File: config.mk
export PLATFORM = sky130hd
export DESIGN_NAME = srrc_top
export DESIGN_NICKNAME = d
export VERILOG_FILES = /design/src/rtl/srrc_pkg.sv /design/src/rtl/srrc_top.sv
export SDC_FILE = /design/constraint.sdc
export NUM_CORES = 1
export LEC_CHECK = 0
export BUFFER_PORTS_ARGS = -buffer_cell sky130_fd_sc_hd__clkbuf_2
export CORE_UTILIZATION = 30
export DETAILED_ROUTE_END_ITERATION = 6
export GPL_TIMING_DRIVEN = 0
export PLACE_DENSITY = 0.69
export SYNTH_ARGS = -nofsm -noshare
export SYNTH_HDL_FRONTEND = slang
export SYNTH_SLANG_ARGS = --single-unit
export TNS_END_PERCENT = 30
File: constraint.sdc
create_clock -name aclk -period 2 [get_ports aclk]
set_input_delay 0.3 -clock aclk [delete_from_list [all_inputs] [get_ports aclk]]
set_output_delay 0.3 -clock aclk [all_outputs]
set_load 0.02 [all_outputs]
File: src/rtl/srrc_pkg.sv
package srrc_pkg;
    // ==========================================================
    // Register map (byte addresses, AXI4-Lite)
    localparam logic [7:0]  ADDR_WDOG     = 8'h00;
    localparam logic [7:0]  ADDR_STBY     = 8'h04;
    localparam logic [7:0]  ADDR_CPU      = 8'h08;
    localparam logic [7:0]  ADDR_STATUS   = 8'h0C;
    localparam logic [7:0]  ADDR_RSTVAL0  = 8'h10;
    localparam logic [7:0]  ADDR_RSTVAL1  = 8'h14;
    localparam logic [7:0]  ADDR_RESETVEC = 8'h18;
    // ==========================================================
    // Field positions
    localparam int WDOG_PRIO_BIT = 4;
    localparam int STBY_STOP_BIT = 1;
    localparam logic [7:0] WDOG_WMASK = 8'h9E;
    // ==========================================================
    // Reset values
    localparam logic [15:0] WAIT_CTRL_RST   = 16'hC0AA;
    localparam logic [7:0]  ASYNC_MODE_RST  = 8'h80;
    localparam logic [7:0]  ASYNC_STAT_RST  = 8'h00;
    localparam logic [7:0]  MASK_BYTE_RST   = 8'hFF;
    localparam logic [15:0] MASK_WORD_RST   = 16'hFFFF;
    localparam logic [15:0] PSTAT_RST       = 16'h0000;
    localparam logic [15:0] RESET_VEC_ADDR0 = 16'h0000;
    localparam logic [15:0] RESET_VEC_ADDR1 = 16'h0001;
    localparam logic [7:0]  WDOG_RST        = 8'h00;
    // ==========================================================
    // Context recorded at standby entry
    typedef enum logic [1:0] {
        SRRC_CTX_NONE = 2'b00,
        SRRC_CTX_WDT  = 2'b01,
        SRRC_CTX_NMI  = 2'b10
    } srrc_ctx_t;
    // Sequencer states
    typedef enum logic [2:0] {
        SRRC_RUN    = 3'b000,
        SRRC_STOP   = 3'b001,
        SRRC_NMIHLD = 3'b010,
        SRRC_STAB   = 3'b011,
        SRRC_RESET  = 3'b100
    } srrc_state_t;
    // Resume actions
    typedef enum logic [1:0] {
        SRRC_RES_NEXT   = 2'b00,
        SRRC_RES_VECTOR = 2'b01,
        SRRC_RES_RESET  = 2'b10
    } srrc_resume_t;
endpackage : srrc_pkg

File: src/rtl/srrc_top.sv
module srrc_top
    import srrc_pkg::*;
#(
    parameter int WDT_BITS = 8     // Stabilisation count width, counter has one extra overflow bit
) (
    input  wire logic        aclk,
    input  wire logic        aresetn,
    input  wire logic        clk_en,
    input  wire logic        ext_reset_n,       // External reset pin level
    input  wire logic        nmi_pin,           // NMI pin level, active high
    input  wire logic        cpu_in_wdt_isr,    // Core is inside watchdog routine
    input  wire logic        cpu_in_nmi_isr,    // Core is inside NMI routine
    input  wire logic        cpu_insn_done,     // Core retired one instruction
    input  wire logic        cpu_return_from_irq, // Core executed return_from_irq
    input  wire logic        wdt_irq_req,       // Watchdog overflow request
    input  wire logic [15:0] reset_vec_word,    // Word read from reset vector
    input  wire logic [7:0]  s_axi_awaddr,
    input  wire logic        s_axi_awvalid,
    output logic             s_axi_awready,
    input  wire logic [31:0] s_axi_wdata,
    input  wire logic [3:0]  s_axi_wstrb,
    input  wire logic        s_axi_wvalid,
    output logic             s_axi_wready,
    output logic [1:0]       s_axi_bresp,
    output logic             s_axi_bvalid,
    input  wire logic        s_axi_bready,
    input  wire logic [7:0]  s_axi_araddr,
    input  wire logic        s_axi_arvalid,
    output logic             s_axi_arready,
    output logic [31:0]      s_axi_rdata,
    output logic [1:0]       s_axi_rresp,
    output logic             s_axi_rvalid,
    input  wire logic        s_axi_rready,
    output logic             osc_run,           // Oscillator enable
    output logic             sys_clk_run,       // Internal system clock gate
    output logic             unit_reset,        // Hold all units in reset
    output logic             pins_hiz,          // Signal pins high impedance
    output logic             pc_load,           // Load program counter, pulse
    output logic [15:0]      pc_value,          // Value for program counter
    output logic             nmi_vector,        // Take NMI vector, pulse
    output logic             wdt_vector,        // Take watchdog vector, pulse
    output logic             keep_ram_sp,       // Retain RAM and stack pointer
    output logic [15:0]      wait_ctrl_reg,
    output logic [15:0]      program_status_word,
    output logic [7:0]       async_serial_mode_reg,
    output logic [7:0]       async_serial_status_reg,
    output logic [7:0]       irq_mask_low,
    output logic [7:0]       irq_mask_high,
    output logic [15:0]      irq_mask_word
);
    import srrc_pkg::*;

    // Elaboration check: the overflow bit must exist and the count stay short
    if (WDT_BITS < 2 || WDT_BITS > 16) begin : g_bad_wdt_bits
        $error("WDT_BITS out of range");
    end

    // ==========================================================
    // State registers
    srrc_state_t       state_reg, state_next;
    srrc_ctx_t         ctx_reg, ctx_next;           // Context at stop entry
    logic [7:0]        watchdog_mode_reg, watchdog_mode_next; // Mode and priority
    logic [7:0]        standby_ctrl_reg, standby_ctrl_next;   // Stop request
    logic [WDT_BITS:0] wdt_reg, wdt_next;           // Stabilisation counter
    logic              from_stop_reg, from_stop_next; // Reset ended standby
    logic              nmi_pend_reg, nmi_pend_next; // NMI held pending
    logic              arm_reg, arm_next;           // Pending NMI armed by return
    logic              one_nmi_reg, one_nmi_next;   // One NMI instruction then WDT
    logic              nmi_prev_reg, nmi_prev_next; // NMI edge detect
    logic              rst_prev_reg, rst_prev_next; // Reset edge detect
    logic              aw_reg, aw_next;
    logic              w_reg, w_next;
    logic [7:0]        awa_reg, awa_next;
    logic [31:0]       wd_reg, wd_next;
    logic [3:0]        ws_reg, ws_next;
    logic              bv_reg, bv_next;
    logic              bad_reg, bad_next;
    logic              rv_reg, rv_next;
    logic [31:0]       rd_reg, rd_next;
    logic              rbad_reg, rbad_next;
    logic              nmi_vec_next, wdt_vec_next, pc_load_next;

    logic              prio;
    logic              nmi_edge;
    logic              wr_fire;

    assign prio     = watchdog_mode_reg[WDOG_PRIO_BIT];
    assign nmi_edge = nmi_pin && !nmi_prev_reg;
    assign wr_fire  = aw_reg && w_reg && !bv_reg;

    // Handshake outputs are combinational off the capture flags
    assign s_axi_awready = !aw_reg;
    assign s_axi_wready  = !w_reg;
    assign s_axi_arready = !rv_reg;
    assign s_axi_bvalid  = bv_reg;
    assign s_axi_bresp   = bad_reg ? 2'b10 : 2'b00;
    assign s_axi_rvalid  = rv_reg;
    assign s_axi_rdata   = rd_reg;
    assign s_axi_rresp   = rbad_reg ? 2'b10 : 2'b00;

    assign unit_reset  = (state_reg == SRRC_RESET);
    assign pins_hiz    = (state_reg == SRRC_RESET);
    assign osc_run     = (state_reg != SRRC_STOP);
    assign sys_clk_run = (state_reg == SRRC_RUN);
    assign keep_ram_sp = from_stop_reg;
    assign pc_value    = reset_vec_word;

    // Reset-time loads of the fixed registers
    logic [15:0] prog_status_reg;
    assign wait_ctrl_reg           = WAIT_CTRL_RST;
    assign async_serial_mode_reg   = ASYNC_MODE_RST;
    assign async_serial_status_reg = ASYNC_STAT_RST;
    assign irq_mask_low            = MASK_BYTE_RST;
    assign irq_mask_high           = MASK_BYTE_RST;
    assign irq_mask_word           = MASK_WORD_RST;
    assign program_status_word     = prog_status_reg;

    // ==========================================================
    // Sequencer and register file next state
    always_comb begin
        state_next     = state_reg;
        ctx_next       = ctx_reg;
        watchdog_mode_next = watchdog_mode_reg;
        standby_ctrl_next  = standby_ctrl_reg;
        wdt_next       = wdt_reg;
        from_stop_next = from_stop_reg;
        nmi_pend_next  = nmi_pend_reg;
        arm_next       = arm_reg;
        one_nmi_next   = one_nmi_reg;
        nmi_prev_next  = nmi_pin;
        rst_prev_next  = ext_reset_n;
        nmi_vec_next   = 1'b0;
        wdt_vec_next   = 1'b0;
        pc_load_next   = 1'b0;
        aw_next        = aw_reg;
        w_next         = w_reg;
        awa_next       = awa_reg;
        wd_next        = wd_reg;
        ws_next        = ws_reg;
        bv_next        = bv_reg;
        bad_next       = bad_reg;
        rv_next        = rv_reg;
        rd_next        = rd_reg;
        rbad_next      = rbad_reg;

        // Write channels may arrive in either order
        if (s_axi_awvalid && !aw_reg) begin
            aw_next  = 1'b1;
            awa_next = s_axi_awaddr;
        end
        if (s_axi_wvalid && !w_reg) begin
            w_next  = 1'b1;
            wd_next = s_axi_wdata;
            ws_next = s_axi_wstrb;
        end
        if (wr_fire) begin
            bv_next  = 1'b1;
            aw_next  = 1'b0;
            w_next   = 1'b0;
            bad_next = 1'b0;
            case (awa_reg)
                ADDR_WDOG: begin
                    // Fixed-zero bits are dropped on write
                    if (ws_reg[0]) watchdog_mode_next = wd_reg[7:0] & WDOG_WMASK;
                end
                ADDR_STBY: begin
                    if (ws_reg[0]) standby_ctrl_next = wd_reg[7:0];
                end
                ADDR_STATUS, ADDR_CPU, ADDR_RSTVAL0, ADDR_RSTVAL1, ADDR_RESETVEC: begin
                end
                default: bad_next = 1'b1;
            endcase
        end
        if (bv_reg && s_axi_bready) bv_next = 1'b0;

        // Read channel
        if (s_axi_arvalid && !rv_reg) begin
            rv_next   = 1'b1;
            rbad_next = 1'b0;
            case (s_axi_araddr)
                ADDR_WDOG:     rd_next = {24'h00_0000, watchdog_mode_reg};
                ADDR_STBY:     rd_next = {24'h00_0000, standby_ctrl_reg};
                ADDR_CPU:      rd_next = {wait_ctrl_reg, prog_status_reg};
                ADDR_STATUS:   rd_next = {24'h00_0000, 1'b0, nmi_pend_reg, ctx_reg,
                                          from_stop_reg, state_reg};
                ADDR_RSTVAL0:  rd_next = {irq_mask_word, irq_mask_high, irq_mask_low};
                ADDR_RSTVAL1:  rd_next = {16'h0000, async_serial_status_reg,
                                          async_serial_mode_reg};
                ADDR_RESETVEC: rd_next = {RESET_VEC_ADDR1, RESET_VEC_ADDR0};
                default: begin
                    rd_next   = 32'h0000_0000;
                    rbad_next = 1'b1;
                end
            endcase
        end else if (rv_reg && s_axi_rready) begin
            rv_next = 1'b0;
        end

        // Return of the interrupted routine arms the held NMI
        if (cpu_return_from_irq && nmi_pend_reg) arm_next = 1'b1;
        if (arm_reg && cpu_insn_done) begin
            nmi_vec_next  = 1'b1;
            nmi_pend_next = 1'b0;
            arm_next      = 1'b0;
        end
        // Simultaneous watchdog and NMI with watchdog priority
        if (state_reg == SRRC_RUN && wdt_irq_req && nmi_edge && prio) begin
            nmi_vec_next = 1'b1;
            one_nmi_next = 1'b1;
        end
        if (one_nmi_reg && cpu_insn_done) begin
            wdt_vec_next = 1'b1;
            one_nmi_next = 1'b0;
        end

        case (state_reg)
            SRRC_RUN: begin
                if (wr_fire && awa_reg == ADDR_STBY && ws_reg[0]
                    && wd_reg[STBY_STOP_BIT]) begin
                    state_next = SRRC_STOP;
                    // Record the service context
                    if (cpu_in_nmi_isr)      ctx_next = SRRC_CTX_NMI;
                    else if (cpu_in_wdt_isr) ctx_next = SRRC_CTX_WDT;
                    else                     ctx_next = SRRC_CTX_NONE;
                end
            end
            SRRC_STOP: begin
                wdt_next = '0;
                if (nmi_edge) state_next = SRRC_NMIHLD;
            end
            SRRC_NMIHLD: begin
                wdt_next = '0;
                if (!nmi_pin) state_next = SRRC_STAB;
            end
            SRRC_STAB: begin
                wdt_next = wdt_reg + 1'b1;
                if (wdt_reg[WDT_BITS]) begin
                    state_next = SRRC_RUN;
                    standby_ctrl_next[STBY_STOP_BIT] = 1'b0;
                    case (ctx_reg)
                        SRRC_CTX_WDT: begin
                            if (prio) nmi_pend_next = 1'b1;
                            else      nmi_vec_next  = 1'b1;
                        end
                        SRRC_CTX_NMI:  nmi_pend_next = 1'b1;
                        SRRC_CTX_NONE: nmi_vec_next  = 1'b1;
                        default:       nmi_vec_next  = 1'b1;
                    endcase
                end
            end
            SRRC_RESET: begin
                if (ext_reset_n) begin
                    state_next   = SRRC_RUN;
                    pc_load_next = 1'b1;
                end
            end
            default: state_next = SRRC_RESET;
        endcase

        // Reset pin overrides the sequencer, mode, standby and vector logic; AXI handshakes still run
        if (!ext_reset_n) begin
            if (state_reg != SRRC_RESET) begin
                // Falling edge in standby: oscillator restarts now
                from_stop_next = (state_reg != SRRC_RUN) && rst_prev_reg;
            end
            state_next    = SRRC_RESET;
            watchdog_mode_next = WDOG_RST;
            standby_ctrl_next  = 8'h00;
            nmi_pend_next = 1'b0;
            arm_next      = 1'b0;
            one_nmi_next  = 1'b0;
            nmi_vec_next  = 1'b0;
            wdt_vec_next  = 1'b0;
        end
    end

    // ==========================================================
    // Register stage
    logic nmi_vec_reg, wdt_vec_reg, pc_load_reg;
    assign nmi_vector = nmi_vec_reg;
    assign wdt_vector = wdt_vec_reg;
    assign pc_load    = pc_load_reg;

    always_ff @(posedge aclk) begin
        if (!aresetn) begin
            state_reg     <= SRRC_RESET;
            ctx_reg       <= SRRC_CTX_NONE;
            watchdog_mode_reg <= WDOG_RST;
            standby_ctrl_reg  <= 8'h00;
            wdt_reg       <= '0;
            from_stop_reg <= 1'b0;
            nmi_pend_reg  <= 1'b0;
            arm_reg       <= 1'b0;
            one_nmi_reg   <= 1'b0;
            nmi_prev_reg  <= 1'b0;
            rst_prev_reg  <= 1'b1;
            aw_reg        <= 1'b0;
            w_reg         <= 1'b0;
            awa_reg       <= 8'h00;
            wd_reg        <= 32'h0000_0000;
            ws_reg        <= 4'h0;
            bv_reg        <= 1'b0;
            bad_reg       <= 1'b0;
            rv_reg        <= 1'b0;
            rd_reg        <= 32'h0000_0000;
            rbad_reg      <= 1'b0;
            nmi_vec_reg   <= 1'b0;
            wdt_vec_reg   <= 1'b0;
            pc_load_reg   <= 1'b0;
            prog_status_reg <= PSTAT_RST;
        end else if (clk_en) begin
            state_reg     <= state_next;
            ctx_reg       <= ctx_next;
            watchdog_mode_reg <= watchdog_mode_next;
            standby_ctrl_reg  <= standby_ctrl_next;
            wdt_reg       <= wdt_next;
            from_stop_reg <= from_stop_next;
            nmi_pend_reg  <= nmi_pend_next;
            arm_reg       <= arm_next;
            one_nmi_reg   <= one_nmi_next;
            nmi_prev_reg  <= nmi_prev_next;
            rst_prev_reg  <= rst_prev_next;
            aw_reg        <= aw_next;
            w_reg         <= w_next;
            awa_reg       <= awa_next;
            wd_reg        <= wd_next;
            ws_reg        <= ws_next;
            bv_reg        <= bv_next;
            bad_reg       <= bad_next;
            rv_reg        <= rv_next;
            rd_reg        <= rd_next;
            rbad_reg      <= rbad_next;
            nmi_vec_reg   <= nmi_vec_next;
            wdt_vec_reg   <= wdt_vec_next;
            pc_load_reg   <= pc_load_next;
            // Status word cleared by any reset that did not end standby
            if (!ext_reset_n && !from_stop_next) prog_status_reg <= PSTAT_RST;
        end
    end

    // ==========================================================
    // Checks
    chk_wdog_zero_bits: assert property (@(posedge aclk) disable iff (!aresetn)
        (watchdog_mode_reg & 8'h61) == 8'h00) else $error("fixed-zero watchdog bits set");
    chk_reset_hiz: assert property (@(posedge aclk) disable iff (!aresetn)
        unit_reset |-> pins_hiz && !sys_clk_run) else $error("pins driven in reset");
    chk_stop_entry: assert property (@(posedge aclk) disable iff (!aresetn)
        clk_en && ext_reset_n && state_reg == SRRC_RUN && wr_fire && awa_reg == ADDR_STBY
        && ws_reg[0] && wd_reg[STBY_STOP_BIT] |=> state_reg == SRRC_STOP)
        else $error("stop not entered");
    chk_hold_clear: assert property (@(posedge aclk) disable iff (!aresetn)
        state_reg == SRRC_NMIHLD |=> wdt_reg == '0) else $error("counter ran during NMI");
    chk_clk_after_ovf: assert property (@(posedge aclk) disable iff (!aresetn)
        $rose(sys_clk_run) |-> $past(state_reg) == SRRC_STAB || $past(state_reg) == SRRC_RESET)
        else $error("clock restarted early");
    chk_reset_enter: assert property (@(posedge aclk) disable iff (!aresetn)
        clk_en && !ext_reset_n |=> state_reg == SRRC_RESET && osc_run)
        else $error("reset not entered");
    chk_pc_load: assert property (@(posedge aclk) disable iff (!aresetn)
        clk_en && state_reg == SRRC_RESET && ext_reset_n |=> pc_load)
        else $error("vector not loaded");
    chk_one_nmi_insn: assert property (@(posedge aclk) disable iff (!aresetn)
        clk_en && one_nmi_reg && cpu_insn_done && ext_reset_n |=> wdt_vector)
        else $error("watchdog routine not entered");
    chk_wait_reset: assert property (@(posedge aclk) disable iff (!aresetn)
        wait_ctrl_reg == 16'hC0AA && irq_mask_word == 16'hFFFF)
        else $error("reset values wrong");
endmodule : srrc_top

Word level (Yosys, flattened, before mapping)

Cells that the tools add are included.

Flip-flop bits (word level): 94
Bits of input ports: 83
Output and inout port bits: 145

Add/sub/neg operators: 1
Equal/unequal tests: 30
Multiplexer cells: 55
Bitwise operators: 1
Reduce and logical (&&, ||, !) cells: 51

Operator list:

| cell                                                                  | number |
|---|---|
| 32-bit case mux with 7 select lines                                   | 1 |
| 8-bit two-way mux                                                     | 8 |
| 8-bit by 5-bit equality test with 1-bit output, second input constant | 6 |
| 1-bit two-way mux                                                     | 34 |
| 8-bit by 4-bit equality test with 1-bit output, second input constant | 4 |
| 2-bit AND reduction                                                   | 11 |
| 1-bit logical AND                                                     | 18 |
| 9-bit case mux with 2 select lines                                    | 1 |
| 8-bit by 3-bit equality test with 1-bit output, second input constant | 2 |
| 8-bit zero test                                                       | 2 |
| 3-bit two-way mux                                                     | 5 |
| 3-bit case mux with 5 select lines                                    | 1 |
| 7-bit OR reduction                                                    | 2 |
| 3-bit != test, second input constant                                  | 4 |
| 2-bit nonzero test                                                    | 5 |
| 9-bit by 1-bit adder with 9-bit output, second input constant         | 1 |
| 3-bit by 1-bit != test with 1-bit output, second input constant       | 3 |
| 2-bit by 1-bit != test with 1-bit output, second input constant       | 4 |
| 4-bit AND reduction                                                   | 2 |
| 3-bit by 2-bit equality test with 1-bit output, second input constant | 2 |
| 2-bit two-way mux                                                     | 3 |
| 3-bit AND reduction                                                   | 2 |
| 1-bit zero test                                                       | 5 |
| 5-bit AND reduction                                                   | 1 |
| 10 further kinds                                                      | 11 |

Logic depth before layout (Yosys ltp)

Depth after elaboration: 10
Mapped depth: 6
Mapped depth without buffers: 6

Worst setup path before layout

No wires, ideal clock.

Kind: flip-flop to flip-flop
Start: register awa_reg[1]
End: register ctx_reg[0]
Setup time: 70 ps
Arrival time: 1747 ps
Required time: 1930 ps
Slack: 183 ps
Stages on the path, launching flop included: 6
Path buffers: 0
Clock period less this slack: 1817 ps
Cells stage by stage: dfxtp_1 or4b_4 nor3_4 nand4_2 or3b_1 a21boi_1

Longest elaborated chain between the ends: 5

Ends and longest elaborated chain:

| element                                        | RTL line        | RTL |
|---|---|---|
| from (decl)                                    | srrc_top.sv:73  | `logic [7:0] awa_reg, awa_next;` |
| from (signal assigned)                         | srrc_top.sv:325 | `awa_reg <= awa_next;` |
| 8-bit by 3-bit equality test with 1-bit output | srrc_top.sv:218 | `if (wr_fire && awa_reg == ADDR_STBY && ws_reg[0]` |
| 1-bit logical AND (2 in a row)                 | srrc_top.sv:218 |  |
| 1-bit logical AND                              | srrc_top.sv:219 | `&& wd_reg[STBY_STOP_BIT]) begin` |
| 3-bit AND reduction (no line)                  | -               |  |
| to (signal assigned)                           | srrc_top.sv:313 | `ctx_reg <= ctx_next;` |
| to (decl)                                      | srrc_top.sv:61  | `srrc_ctx_t ctx_reg, ctx_next;` |

Every way passes these cells.
A chain may end at the register's enable or synchronous reset.

Worst setup path in the final report

Same ends and word-level chain as after synthesis.

==> flow_summary.ini <==
[global_routing]
grt_max_degree = 19
grt_use_total = 0.136
antenna_found_initial = 0
grt_pass1_vias = 3174
gr-total-overflow = 0
grt_pass1_wl_mm = 15.6

[synthesis]
yosysWarnings = 0
syn-instance-count = 501
ys_seq_elements = 70
yosys.area.top_type = dfxtp_1
synthFlopType = dfxtp_1
seq_area_frac_synth = 0.334
synth_area_leaders = dfxtp_1 33%, buf_4 22%, mux2i_1 4.3%
synthTopCellsByCount = 122 x buf_4, 70 x dfxtp_1, 43 x nand2_1, 24 x nor2b_1
synth_edf_count = 0
netlist.area_leader.share = 0.334
synthArstFlopShare = 0
synth.distinct_cells = 48
synth_most_common_cell = buf_4
syn_area_sq_mm = 0.00419
avgSynthCellArea_sq_um = 8.37

[detailed_routing]
firstDrtPassIters = 4
wl_mm = 9.86
viasPerCell = 4.13
ant_nets = 0
drt_iter0_drc = 93
vias = 3606
drcViolationCount = 0
wl_per_cell_um = 11.3

[placement]
gp_congestion = 0.794
dp_hpwl_mm = 7.71
portBuffers = 101

[timing]
relSlewSlack = 0.553
grt_setup_unrepaired = true
clock_skew_ns = 0.00676
finalHoldViolations = 0
report.final.slew_viol_count = 0
setup_viol_count_final = 0
fmax_mhz = 514
fin_crit_ns = 1.94
whs_ns = 0.206
finalCritPeriodShare = 0.972
tns_ns = 0
tightest_slew_ns = 0.671

[worst_hold_path]
hold_path_class = input pin to register

[cells_and_area]
antenna_cells = 0
multi_input_area_sq_mm = 0.00208
register_area_sq_mm = 0.00140
drive_gt1_frac = 0.357
fillers = 1417
largest_reg_flops = 11
syn_to_final_growth_pct = 32.7
num-nets-final = 779

[run_status]
outcome = finished, final reports clean

[cts]
cts_setup_buffers = 0
clock_sinks = 70
post_cts_resized = 3
numCtsBuffers = 9
clk_latency_ns = 0.33
hold_buffers = 0
cts_tree = done
cts_buffer_depth = 2
htreeDepth = 3
cts_root_buffer = clkbuf_16
clk_pin_slew_ns = 0.06

[floorplan]
die_x_um = 120
io_pins = 228
core_sq_mm = 0.0135
fp.dieArea_sq_mm = 0.0145
rows = 42
die-height_um = 120
start_util = 0.312

[power_and_ir_drop]
ir_worst_vdd_uv = 379
finalPower_mw = 3.82
power.density_mw_per_mm2 = 687
p_leak_nw = 2.69

[worst_setup_path]
path_cells = or4b_4 -> nor3_4 -> nand4_2 -> or3b_1 -> a21boi_1
cp.buffers_inverters = 0
critPathLaunchType = register
worstSetupPathType = register to register
slowest_delay_ns = 0.59
critPathRequiredTime_ns = 2.27
crit_family = simple AND/OR/NAND/NOR gates
crit_path_end_kind = register
critPathMaxFanout = 4
cp.arrival_ns = 2.21
critPathSlowestCell = or4b_4

[job]
drv_cap = 0
-- metal layers --
metal | global-route usage | wire length (um) | vias to the layer above
li1 | - | - | 1891
met1 | 0.174 | 4330 | 1568
met2 | 0.222 | 4620 | 132
met3 | 0.0354 | 743 | 15
met4 | 0.0463 | 171 | 0
met5 | 0 | 0 | -
-- kinds of logic (layout without fill, tap and decap cells) --
logic type / count (synthesis) / in the layout / synth area share
buffers and inverters: 151 / 268 / 0.245
other: 2 / 82 / 0.00179
AND/OR/NAND/NOR: 159 / 159 / 0.206
adder cells (fa/ha/maj): 3 / 3 / 0.00895
multiplexers: 18 / 18 / 0.0430
flip-flops: 70 / 70 / 0.334
XOR/XNOR: 6 / 6 / 0.0125
AO/OA/AOI/OAI: 92 / 92 / 0.149
-- worst paths after layout --
| kind | cells past startpoint | startpoint | slack (ns) | endpoint |
|---|---|---|---|---|
| max | 5 | awa_reg[1]$_SDFFE_PN0P_ | 0.06 | ctx_reg[0]$_SDFFE_PN0P_ |
| min | 3 | s_axi_wdata[7] | 0.21 | wd_reg[7]$_SDFFE_PN0P_ |
| max reg2reg | 5 | awa_reg[1]$_SDFFE_PN0P_ | 0.06 | ctx_reg[0]$_SDFFE_PN0P_ |
| min reg2reg | 2 | s_axi_rdata[16]$_SDFFE_PN0P_ | 0.47 | s_axi_rdata[16]$_SDFFE_PN0P_ |
-- placed cells by master (no fill, tap or decap), types with 2 or more instances in the layout --
cell / Yosys / layout
mux2i_1: 18 / 18
clkbuf_2: 0 / 102
nor2_1: 16 / 15
nand4_1: 6 / 6
nor3_1: 6 / 6
or3_1: 5 / 5
inv_1: 12 / 12
conb_1: 2 / 82
bufinv_16: 0 / 2
and3_1: 7 / 7
a21boi_0: 22 / 22
xor2_1: 4 / 4
xnor2_1: 2 / 2
a211oi_1: 2 / 2
dfxtp_1: 70 / 70
nor2b_1: 24 / 24
and2_1: 8 / 8
o21ai_0: 22 / 22
o21a_1: 5 / 5
clkbuf_1: 16 / 15
nand4b_1: 4 / 4
buf_4: 122 / 122
nor4_1: 3 / 3
a21oi_1: 13 / 13
nand3_1: 20 / 20
clkbuf_8: 0 / 2
ha_1: 3 / 3
a31oi_1: 2 / 2
nand2_1: 43 / 43
a21boi_1: 3 / 3
nand2b_1: 9 / 9
a22oi_1: 5 / 5
clkbuf_16: 0 / 9
a22o_1: 8 / 8
o211a_1: 2 / 2
-- worst min-delay path: cells and delay by family --
kind	cells	cell delay, ns
buffers and inverters	1	0.08
AND/OR/NAND/NOR	1	0.04
AO/OA/AOI/OAI	1	0.06
-- power breakdown --
part	total, mW	switching, mW	internal [mW]
Combinational	0.607	0.357	0.250
Sequential	1.45	0.0232	1.42
Clock	1.77	0.610	1.16
Total	3.82	0.990	2.83
-- per-stage QoR --
step	setup WS, ns	util	area (sq um)	std cells
floorplan	0.183	-	4490	581
global placement	0.0716	0.388	5220	858
detailed placement	0.0546	0.388	5220	858
CTS	0.0157	0.413	5560	874
global route	-0.0402	0.414	5560	874
finish	0.0554	0.414	5560	874
-- layout make-up --
class | count | share of cell area
tap | 176 | 0.0396
buffer | 139 | 0.177
inverter | 12 | 0.00810
clock buffer | 11 | 0.0454
sequential | 70 | 0.252
multi-input combinational | 360 | 0.373
timing repair buffer | 101 | 0.0908
clock inverter | 5 | 0.0146
Power figures use the tool's default switching activity.
